--- config.mk ---
export PLATFORM = sky130hd
export DESIGN_NAME = sbau_alarm_unit
export DESIGN_NICKNAME = d
export VERILOG_FILES = /design/src/design/sbau_alarm_unit.v
export VERILOG_INCLUDE_DIRS = /design/src /design/src/design
export SDC_FILE = /design/constraint.sdc
export NUM_CORES = 2
export LEC_CHECK = 0
export BUFFER_PORTS_ARGS = -buffer_cell sky130_fd_sc_hd__buf_2
export CORE_MARGIN = 2
export CORE_UTILIZATION = 58
export DETAILED_ROUTE_END_ITERATION = 12
export PLACE_DENSITY_LB_ADDON = 0.1
export SLEW_MARGIN = 20
export SYNTH_ARGS = -nofsm -noshare
export SYNTH_HDL_FRONTEND = slang
export SYNTH_SLANG_ARGS = --single-unit
--- constraint.sdc ---
create_clock -name clock_i -period 29.9 [get_ports clock_i]
set_input_delay 4.485 -clock clock_i [delete_from_list [all_inputs] [get_ports clock_i]]
set_output_delay 4.485 -clock clock_i [all_outputs]
set_load 0.05 [all_outputs]
--- src/design/sbau_defines.vh ---
// Register offsets, field positions, reset values and sizes of the spectral band alarm unit.
`ifndef SBAU_DEFINES_VH
`define SBAU_DEFINES_VH
`define SBAU_BAND_LOW_BIN 7'h20
`define SBAU_BAND_HIGH_BIN 7'h22
`define SBAU_X_WARNING_LEVEL 7'h24
`define SBAU_Y_WARNING_LEVEL 7'h26
`define SBAU_Z_WARNING_LEVEL 7'h28
`define SBAU_X_FAULT_LEVEL 7'h2a
`define SBAU_Y_FAULT_LEVEL 7'h2c
`define SBAU_Z_FAULT_LEVEL 7'h2e
`define SBAU_BAND_SELECT_POINTER 7'h30
`define SBAU_SYSTEM_ALARM_LEVEL 7'h32
`define SBAU_ALARM_CONFIG 7'h34
`define SBAU_OVERALL_ALARM_STATUS 7'h3c
`define SBAU_X_BAND_ALARM_FLAGS 7'h40
`define SBAU_Y_BAND_ALARM_FLAGS 7'h42
`define SBAU_Z_BAND_ALARM_FLAGS 7'h44
`define SBAU_X_PEAK_MAGNITUDE 7'h46
`define SBAU_Y_PEAK_MAGNITUDE 7'h48
`define SBAU_Z_PEAK_MAGNITUDE 7'h4a
`define SBAU_X_PEAK_BIN 7'h70
`define SBAU_Y_PEAK_BIN 7'h72
`define SBAU_Z_PEAK_BIN 7'h74
`define SBAU_POINTER_RESET 16'h0000
`define SBAU_CONFIG_RESET 16'h0080
`define SBAU_POINTER_MASK 16'h0307
`define SBAU_CONFIG_MASK 16'h0fff
`define SBAU_BIN_MASK 16'h00ff
`define SBAU_CFG_DELAY_HI 11
`define SBAU_CFG_DELAY_LO 8
`define SBAU_CFG_LATCH 7
`define SBAU_CFG_PINS 6
`define SBAU_CFG_POLARITY 5
`define SBAU_CFG_TEMP 4
`define SBAU_CFG_SYS_EN 3
`define SBAU_STAT_SYSTEM 0
`define SBAU_STAT_WARNING 1
`define SBAU_STAT_FAULT 2
`define SBAU_NUM_BANDS 6
`define SBAU_NUM_RATES 4
`define SBAU_NUM_AXES 3
`define SBAU_WORD_BITS 16
`endif

--- src/design/sbau_alarm_unit.v ---
// Spectral band alarm unit: serial register port, band limit store and per-record alarm evaluation.
`timescale 1ns/1ps
`include "sbau_defines.vh"

module sbau_alarm_unit #(
    parameter BIN_W = 8,
    parameter MAG_W = 16
) (
    input wire clock_i,
    input wire reset_i,
    input wire spi_sclk_i,
    input wire spi_cs_n_i,
    input wire spi_din_i,
    output wire spi_dout_o,
    output wire spi_dout_oe_o,
    input wire [1:0] sample_rate_option_i,
    input wire record_start_i,
    input wire bin_valid_i,
    input wire [BIN_W-1:0] bin_index_i,
    input wire [MAG_W-1:0] x_magnitude_i,
    input wire [MAG_W-1:0] y_magnitude_i,
    input wire [MAG_W-1:0] z_magnitude_i,
    input wire record_end_i,
    input wire system_meas_valid_i,
    input wire [11:0] temperature_i,
    input wire [11:0] supply_i,
    input wire clear_status_i,
    output wire aux_pin_one_o,
    output wire aux_pin_two_o,
    output wire [2:0] overall_alarm_o
);
    localparam NB = `SBAU_NUM_BANDS;
    localparam NR = `SBAU_NUM_RATES;
    localparam NF = 2 * NB * `SBAU_NUM_AXES;

    reg [BIN_W-1:0] low_mem [0:NB*NR-1];
    reg [BIN_W-1:0] high_mem [0:NB*NR-1];
    reg [6*MAG_W-1:0] level_q;
    reg [15:0] pointer_q;
    reg [15:0] sys_level_q;
    reg [15:0] config_q;
    reg [2:0] status_q;
    reg [NF-1:0] hit_q;
    reg [NF-1:0] flag_q;
    reg [3*MAG_W-1:0] peak_q;
    reg [3*MAG_W-1:0] peak_run_q;
    reg [3*BIN_W-1:0] peak_bin_q;
    reg [3*BIN_W-1:0] peak_bin_run_q;
    reg sys_alarm_q;
    reg sclk_q;
    reg cs_n_q;
    reg [3:0] bit_cnt_q;
    reg [15:0] rx_q;
    reg [15:0] tx_q;
    reg [6:0] rd_addr_q;
    reg out_en_q;
    integer k;

    wire [2:0] band_sel = pointer_q[2:0];
    wire [1:0] rate_sel = pointer_q[9:8];
    wire band_ok = (band_sel != 3'd0) && (band_sel <= 3'd6);
    wire [2:0] band_m1 = band_sel - 3'd1;
    wire [4:0] wr_idx = band_ok ? {band_m1, rate_sel} : 5'd0;
    wire [3:0] delay = config_q[`SBAU_CFG_DELAY_HI:`SBAU_CFG_DELAY_LO];
    wire [3*MAG_W-1:0] mags = {z_magnitude_i, y_magnitude_i, x_magnitude_i};
    wire rise = spi_sclk_i & ~sclk_q;
    wire fall = ~spi_sclk_i & sclk_q;
    wire frame_start = cs_n_q & ~spi_cs_n_i;
    wire [15:0] rx_word = {rx_q[14:0], spi_din_i};
    wire word_done = ~spi_cs_n_i & rise & (bit_cnt_q == 4'd15);
    wire any_warn = |(flag_q & {(NF/2){2'b01}});
    wire any_fault = |(flag_q & {(NF/2){2'b10}});

    // Returns the most critical band: lowest band with a fault, else lowest with a warning.
    function [2:0] critical_band;
        input [11:0] f;
        integer b;
        begin
            critical_band = 3'd0;
            for (b = NB - 1; b >= 0; b = b - 1) begin
                if (f[2*b]) begin
                    critical_band = b[2:0] + 3'd1;
                end
            end
            for (b = NB - 1; b >= 0; b = b - 1) begin
                if (f[2*b+1]) begin
                    critical_band = b[2:0] + 3'd1;
                end
            end
        end
    endfunction

    wire [15:0] x_stat = {flag_q[11:0], 1'b0, critical_band(flag_q[11:0])};
    wire [15:0] y_stat = {flag_q[23:12], 1'b0, critical_band(flag_q[23:12])};
    wire [15:0] z_stat = {flag_q[35:24], 1'b0, critical_band(flag_q[35:24])};

    reg [15:0] rd_data;
    always @* begin
        case ({rd_addr_q[6:1], 1'b0})
            `SBAU_BAND_LOW_BIN: rd_data = {8'h00, low_mem[wr_idx]};
            `SBAU_BAND_HIGH_BIN: rd_data = {8'h00, high_mem[wr_idx]};
            `SBAU_X_WARNING_LEVEL: rd_data = level_q[15:0];
            `SBAU_Y_WARNING_LEVEL: rd_data = level_q[31:16];
            `SBAU_Z_WARNING_LEVEL: rd_data = level_q[47:32];
            `SBAU_X_FAULT_LEVEL: rd_data = level_q[63:48];
            `SBAU_Y_FAULT_LEVEL: rd_data = level_q[79:64];
            `SBAU_Z_FAULT_LEVEL: rd_data = level_q[95:80];
            `SBAU_BAND_SELECT_POINTER: rd_data = pointer_q;
            `SBAU_SYSTEM_ALARM_LEVEL: rd_data = sys_level_q;
            `SBAU_ALARM_CONFIG: rd_data = config_q;
            `SBAU_OVERALL_ALARM_STATUS: rd_data = {13'h0000, status_q};
            `SBAU_X_BAND_ALARM_FLAGS: rd_data = x_stat;
            `SBAU_Y_BAND_ALARM_FLAGS: rd_data = y_stat;
            `SBAU_Z_BAND_ALARM_FLAGS: rd_data = z_stat;
            `SBAU_X_PEAK_MAGNITUDE: rd_data = peak_q[15:0];
            `SBAU_Y_PEAK_MAGNITUDE: rd_data = peak_q[31:16];
            `SBAU_Z_PEAK_MAGNITUDE: rd_data = peak_q[47:32];
            `SBAU_X_PEAK_BIN: rd_data = {8'h00, peak_bin_q[7:0]};
            `SBAU_Y_PEAK_BIN: rd_data = {8'h00, peak_bin_q[15:8]};
            `SBAU_Z_PEAK_BIN: rd_data = {8'h00, peak_bin_q[23:16]};
            default: rd_data = 16'h0000;
        endcase
    end

    // Serial port, clock idle high: input sampled on rising edges, output moved on falling edges.
    always @(posedge clock_i or posedge reset_i) begin
        if (reset_i) begin
            sclk_q <= 1'b1;
            cs_n_q <= 1'b1;
            bit_cnt_q <= 4'd0;
            rx_q <= 16'h0000;
            tx_q <= 16'h0000;
            rd_addr_q <= 7'h00;
            out_en_q <= 1'b0;
        end else begin
            sclk_q <= spi_sclk_i;
            cs_n_q <= spi_cs_n_i;
            out_en_q <= ~spi_cs_n_i;
            if (frame_start) begin
                bit_cnt_q <= 4'd0;
                tx_q <= rd_data;
            end else if (~spi_cs_n_i) begin
                if (rise) begin
                    rx_q <= rx_word;
                    bit_cnt_q <= bit_cnt_q + 4'd1;
                end
                if (fall && bit_cnt_q != 4'd0) begin
                    tx_q <= {tx_q[14:0], 1'b0};
                end
            end
            if (word_done && !rx_word[15]) begin
                rd_addr_q <= rx_word[14:8];
            end
        end
    end

    assign spi_dout_o = tx_q[15];
    assign spi_dout_oe_o = out_en_q;

    // Register writes: one byte per word, odd address is the upper byte.
    wire wr = word_done & rx_word[15];
    wire [6:0] wa = {rx_word[14:9], 1'b0};
    wire hi = rx_word[8];
    wire [7:0] wd = rx_word[7:0];
    always @(posedge clock_i or posedge reset_i) begin
        if (reset_i) begin
            pointer_q <= `SBAU_POINTER_RESET;
            config_q <= `SBAU_CONFIG_RESET;
            sys_level_q <= 16'h0000;
            level_q <= {(6*MAG_W){1'b0}};
            for (k = 0; k < NB * NR; k = k + 1) begin
                low_mem[k] <= {BIN_W{1'b0}};
                high_mem[k] <= {BIN_W{1'b0}};
            end
        end else if (wr) begin
            case (wa)
                `SBAU_BAND_SELECT_POINTER: begin
                    if (hi) begin
                        pointer_q[15:8] <= wd & 8'h03;
                    end else begin
                        pointer_q[7:0] <= wd & 8'h07;
                    end
                end
                `SBAU_BAND_LOW_BIN: begin
                    if (!hi && band_ok) begin
                        low_mem[wr_idx] <= wd;
                    end
                end
                `SBAU_BAND_HIGH_BIN: begin
                    if (!hi && band_ok) begin
                        high_mem[wr_idx] <= wd;
                    end
                end
                `SBAU_ALARM_CONFIG: begin
                    if (hi) begin
                        config_q[15:8] <= wd & 8'h0f;
                    end else begin
                        config_q[7:0] <= wd;
                    end
                end
                `SBAU_SYSTEM_ALARM_LEVEL: begin
                    if (hi) begin
                        sys_level_q[15:8] <= wd;
                    end else begin
                        sys_level_q[7:0] <= wd;
                    end
                end
                `SBAU_X_WARNING_LEVEL: begin
                    if (hi) begin
                        level_q[15:8] <= wd;
                    end else begin
                        level_q[7:0] <= wd;
                    end
                end
                `SBAU_Y_WARNING_LEVEL: begin
                    if (hi) begin
                        level_q[31:24] <= wd;
                    end else begin
                        level_q[23:16] <= wd;
                    end
                end
                `SBAU_Z_WARNING_LEVEL: begin
                    if (hi) begin
                        level_q[47:40] <= wd;
                    end else begin
                        level_q[39:32] <= wd;
                    end
                end
                `SBAU_X_FAULT_LEVEL: begin
                    if (hi) begin
                        level_q[63:56] <= wd;
                    end else begin
                        level_q[55:48] <= wd;
                    end
                end
                `SBAU_Y_FAULT_LEVEL: begin
                    if (hi) begin
                        level_q[79:72] <= wd;
                    end else begin
                        level_q[71:64] <= wd;
                    end
                end
                `SBAU_Z_FAULT_LEVEL: begin
                    if (hi) begin
                        level_q[95:88] <= wd;
                    end else begin
                        level_q[87:80] <= wd;
                    end
                end
                default: begin
                    // Read-only and unmapped addresses ignore writes.
                end
            endcase
        end
    end

    // In-band test per band using the limits of the rate option in use.
    wire [NB-1:0] in_band;
    genvar g;
    generate
        for (g = 0; g < NB; g = g + 1) begin : g_band
            localparam [2:0] GB = g;
            wire [4:0] idx = {GB, sample_rate_option_i};
            assign in_band[g] = bin_index_i >= low_mem[idx] && bin_index_i <= high_mem[idx];
        end
        // One evaluator per axis, band and level: index = axis*12 + band*2 + level.
        for (g = 0; g < NF; g = g + 1) begin : g_eval
            localparam A = g / (2 * NB);
            localparam B = (g % (2 * NB)) / 2;
            localparam L = g % 2;
            reg [4:0] cnt_q;
            wire [4:0] cnt_n = (cnt_q == 5'd31) ? cnt_q : cnt_q + 5'd1;
            wire en = config_q[A];
            wire over = mags[A*MAG_W +: MAG_W] > level_q[(L*3+A)*MAG_W +: MAG_W];
            always @(posedge clock_i or posedge reset_i) begin
                if (reset_i) begin
                    hit_q[g] <= 1'b0;
                    flag_q[g] <= 1'b0;
                    cnt_q <= 5'd0;
                end else begin
                    if (record_start_i) begin
                        hit_q[g] <= 1'b0;
                    end else if (bin_valid_i && en && in_band[B] && over) begin
                        hit_q[g] <= 1'b1;
                    end
                    if (!en) begin
                        cnt_q <= 5'd0;
                        flag_q[g] <= 1'b0;
                    end else if (record_end_i) begin
                        cnt_q <= hit_q[g] ? cnt_n : 5'd0;
                        flag_q[g] <= hit_q[g] && cnt_n >= {1'b0, delay};
                    end
                end
            end
        end
        // Peak magnitude and its bin among in-band bins, per axis.
        for (g = 0; g < `SBAU_NUM_AXES; g = g + 1) begin : g_peak
            wire [MAG_W-1:0] m = mags[g*MAG_W +: MAG_W];
            always @(posedge clock_i or posedge reset_i) begin
                if (reset_i) begin
                    peak_run_q[g*MAG_W +: MAG_W] <= {MAG_W{1'b0}};
                    peak_bin_run_q[g*BIN_W +: BIN_W] <= {BIN_W{1'b0}};
                    peak_q[g*MAG_W +: MAG_W] <= {MAG_W{1'b0}};
                    peak_bin_q[g*BIN_W +: BIN_W] <= {BIN_W{1'b0}};
                end else begin
                    if (record_start_i) begin
                        peak_run_q[g*MAG_W +: MAG_W] <= {MAG_W{1'b0}};
                        peak_bin_run_q[g*BIN_W +: BIN_W] <= {BIN_W{1'b0}};
                    end else if (bin_valid_i && config_q[g] && |in_band &&
                                 m > peak_run_q[g*MAG_W +: MAG_W]) begin
                        peak_run_q[g*MAG_W +: MAG_W] <= m;
                        peak_bin_run_q[g*BIN_W +: BIN_W] <= bin_index_i;
                    end
                    if (record_end_i) begin
                        peak_q[g*MAG_W +: MAG_W] <= peak_run_q[g*MAG_W +: MAG_W];
                        peak_bin_q[g*BIN_W +: BIN_W] <= peak_bin_run_q[g*BIN_W +: BIN_W];
                    end
                end
            end
        end
    endgenerate

    // System alarm: temperature or supply against the low 12 bits of the level.
    wire [11:0] sys_meas = config_q[`SBAU_CFG_TEMP] ? temperature_i : supply_i;
    wire sys_trip = config_q[`SBAU_CFG_POLARITY] ? (sys_meas < sys_level_q[11:0]) :
                    (sys_meas > sys_level_q[11:0]);
    wire [2:0] now_stat = {any_fault, any_warn, sys_alarm_q};

    always @(posedge clock_i or posedge reset_i) begin
        if (reset_i) begin
            sys_alarm_q <= 1'b0;
            status_q <= 3'b000;
        end else begin
            if (!config_q[`SBAU_CFG_SYS_EN]) begin
                sys_alarm_q <= 1'b0;
            end else if (system_meas_valid_i) begin
                sys_alarm_q <= sys_trip;
            end
            // Latched flags: a new event in the clear cycle still sets the flag.
            if (config_q[`SBAU_CFG_LATCH]) begin
                status_q <= (clear_status_i ? 3'b000 : status_q) | now_stat;
            end else begin
                status_q <= now_stat;
            end
        end
    end

    assign overall_alarm_o = status_q;
    assign aux_pin_one_o = config_q[`SBAU_CFG_PINS] & status_q[`SBAU_STAT_WARNING];
    assign aux_pin_two_o = config_q[`SBAU_CFG_PINS] & status_q[`SBAU_STAT_FAULT];
endmodule

==> metrics.csv <==
metric,value,unit
cts-resized-gates,0,
reg2reg_depth,10,
final_max_slew_viol_count,0,
synth_xor_area_frac,0.01681,
synth.area.top_cells,"dfrtp_1, mux2_2, ha_1",
rows,115,
cp.depth,14,
clock_latency,0.70,ns
start_kind,primary input,
wirelength,184600,um
finalWorstSetupSlack,20.97,ns
synth_compound_area_frac,0.1361,
rsz0062_at_grt,false,
power_switching,0.7430,mW
end_kind,flip-flop,
synth_nets,5684,
period_minus_slack,8.927,ns
ant_nets,0,
swShare,0.2541,
synth_top_area_frac,0.4164,
post-cts-setup-buffer-count,0,
fin_setup_tns,0,ns
die_area,0.1014,sq mm
die_w,318.4,um
crit_chain,buf_6 -> buf_4 -> mux4_2 -> inv_1 -> ha_1 -> nor2b_1 -> o211ai_1 -> a21oi_1 -> o22ai_1 -> o211ai_1 -> buf_4 -> a31oi_4 -> buf_4 -> mux2i_1,
grt_pass1_vias,43259,
grt_remaining_overflow,0,
coreArea,0.09813,sq mm
worstPathRequired,30.50,ns
synth.distinct_cells,97,
synth-edff-count,0,
seq_power_share,0.452,
fmax,112.0,MHz
power_frac_comb,0.072,
path_common_cell,buf_4,
cts_max_level,3,
initial_core_util,0.5842,
worstMarginPinSlew,1.225,ns
r2r_start,pointer_q[1]$_DFFE_PP0P_,
internal_power,2.181,mW
maxCapViolations,0,
period_share,0.2986,
synthCells,5155,
yosys_register_bits,957,
port_buffers,98,
firstDrtPassIters,6,
postLayoutCellArea,0.06254,sq mm
r2r-end,tx_q[7]$_DFFE_PP0P_,
vias,44343,
avgSynthCellArea,11.12,sq um
ir_drop,51.28,uV
power,2.924,mW
synthFlopType,dfrtp_1,
n_fill_cell,7842,
grtUsageMet1,0.5021,
numCtsBuffers,105,
synthSimpleGateAreaFrac,0.09606,
power.static_leakage,28.52,nW
ff2ff_setup_slack,25.31,ns
cp_top_family,buffers and inverters,
grt_pass1_wl,278700,um
wl_per_cell,28.26,um
place_ws,20.25,ns
die_h,318.4,um
nNetsFinal,5685,
hold_class,flip-flop to flip-flop,
fin_skew,0.02240,ns
dp_hpwl,125800,um
drive_gt1_frac,0.2285,
clockBufferDepth,3,
cts_tree,done,
grt_max_degree,80,
crit_path_start,sample_rate_option_i[0],
pwr-share-clk,0.476,
synth.area.mux_share,0.1961,
worstSetupEndpoint,peak_run_q[42]$_DFFE_PP0P_,
drc,0,
cts_sinks,957,
busiest_layer,met2,
setup_viol,0,
power_density,46.76,mW/mm^2
cts.hold.buffers_added,0,
min_path_cells,1,
antenna_found_initial,7,
ios,99,
synth_adder_area_share,0.09538,
slew_headroom,0.1782,
area_growth_syn_to_layout,9.095,%
ys_warn_count,0,
hold_viol_final,0,
cp.arrival,9.53,ns
synthArstFlopShare,1.000,
grt_util_all_layers,0.3625,
synth_area,0.05733,sq mm
dpl-instance-area,0.05885,sq mm
critPathSlowestCell,buf_4,
yosysTopAreaCell,dfrtp_1,
hold_slack,0.4646,ns
root_buffer,clkbuf_16,
drtIter0Drc,4708,
viasPerCell,6.788,
place.gp.congestion,1.001,
path_class,primary input to flip-flop,
slowest_delay,0.85,ns
grt_util_met3,0.08764,
ys_seq_area_frac,0.4178,
clk_pin_slew,0.06,ns
cp_max_fo,53,
synth_top_family_by_area,multiplexers,
use_met2,0.5449,
status,finished clean,
path_buf_inv,5,
-- flip-flops by register name (all words and copies together) (netlist names), 4 cells and up --
register        count
high_mem          192
tx_q               16
peak_run_q         48
flag_q             36
hit_q              36
peak_bin_run_q     24
bit_cnt_q           4
rd_addr_q           6
peak_bin_q         24
g_eval.cnt_q      180
config_q           12
pointer_q           5
level_q            96
rx_q               15
peak_q             48
low_mem           192
sys_level_q        16
-- cell usage after synthesis, types with 52 or more instances --
cell / count
mux4_2: 105
inv_1: 311
nand2_1: 334
a22o_1: 52
o22ai_1: 73
a21oi_1: 142
clkbuf_1: 193
nor2_1: 159
nand4_1: 54
o21ai_0: 174
a22oi_1: 82
nand3_1: 93
a31oi_1: 53
mux2_2: 665
ha_1: 437
mux2i_1: 124
dfrtp_1: 954
nand2b_1: 187
a21o_1: 107
a32o_1: 112
xnor2_1: 72
-- power groups by stage --
stage	Combinational [mW]	Sequential [mW]	Clock [mW]
6_report	0.209	1.32	1.39
2_1_floorplan	0.126	1.33	0
3_5_place_dp	0.206	1.35	0
5_1_grt	0.225	1.32	1.46
4_1_cts	0.207	1.32	1.41
3_3_place_gp	0.203	1.34	0
-- worst register-to-register path, stage by stage (launching register included) --
cell and delay (ns):
dfrtp_1 0.63, inv_1 0.13, ha_1 0.25, nand2b_1 0.66, nand3_1 0.77, buf_4 0.52, a2111oi_1 0.30, o21ai_1 0.21
a222oi_1 0.54, a211oi_1 0.19, a2111oi_2 0.30
-- how the worst min path moves through the flow --
stage / start / end / slack (ns)
after floorplan: sys_alarm_q$_DFFE_PP0P_ / overall_alarm_o[0]$_DFF_PP0_ / 0.42
after global placement: sys_alarm_q$_DFFE_PP0P_ / overall_alarm_o[0]$_DFF_PP0_ / 0.43
after detailed placement: sys_alarm_q$_DFFE_PP0P_ / overall_alarm_o[0]$_DFF_PP0_ / 0.44
after CTS: sys_alarm_q$_DFFE_PP0P_ / overall_alarm_o[0]$_DFF_PP0_ / 0.46
after global routing: sys_alarm_q$_DFFE_PP0P_ / overall_alarm_o[0]$_DFF_PP0_ / 0.48
final: sys_alarm_q$_DFFE_PP0P_ / overall_alarm_o[0]$_DFF_PP0_ / 0.46
-- cells in the final DEF, fill, tap and decap left out, types with 72 or more instances in the layout --
cell type,netlist,layout
a21o_1,107,107
a21oi_1,142,142
a22oi_1,82,82
a32o_1,112,112
buf_2,50,94
buf_4,9,73
clkbuf_16,0,106
dfrtp_1,954,944
ha_1,437,437
inv_1,311,307
mux2_2,665,665
mux2i_1,124,124
mux4_2,105,105
nand2_1,334,334
nand2b_1,187,187
nand3_1,93,93
nor2_1,159,157
o21ai_0,174,174
o22ai_1,73,73
xnor2_1,72,72
-- kinds of logic after synthesis --
kind of cell / count (synthesis)
AOI/OAI and AO/OA: 1077
xor gates and xnor gates: 110
adders and majority gates: 437
buffers and inverters: 588
DFF: 957
muxes: 907
and+or+nand+nor: 1079
-- final cells by class --
cell class	instances	area, sq um	area share
Tap cell	1287	1610	0.02575
Sequential cell	957	23970	0.3833
Inverter	312	1175	0.01879
Clock buffer	143	2982	0.04768
Clock inverter	50	676.9	0.01082
Timing Repair Buffer	170	1049	0.01677
Antenna cell	4	10.01	0.0001601
Multi-Input combinational cell	3610	31060	0.4967
-- metrics by stage --
stage | instances | utilization
after floorplan | 5155 | -
after global placement | 6335 | 0.5997
after detailed placement | 6335 | 0.5997
after CTS | 6528 | 0.6370
after global routing | 6530 | 0.6372
final | 6533 | 0.6373
-- routing by layer --
metal / routed length [um] / share of wire / vias up
met5: 41 / 0.00022 / -
met2: 81030 / 0.44 / 2117
met4: 8698 / 0.047 / 6
met3: 18440 / 0.10 / 495
met1: 76410 / 0.41 / 22536
li1: - / - / 19189
Note: power is estimated with default switching activity, not from simulation.
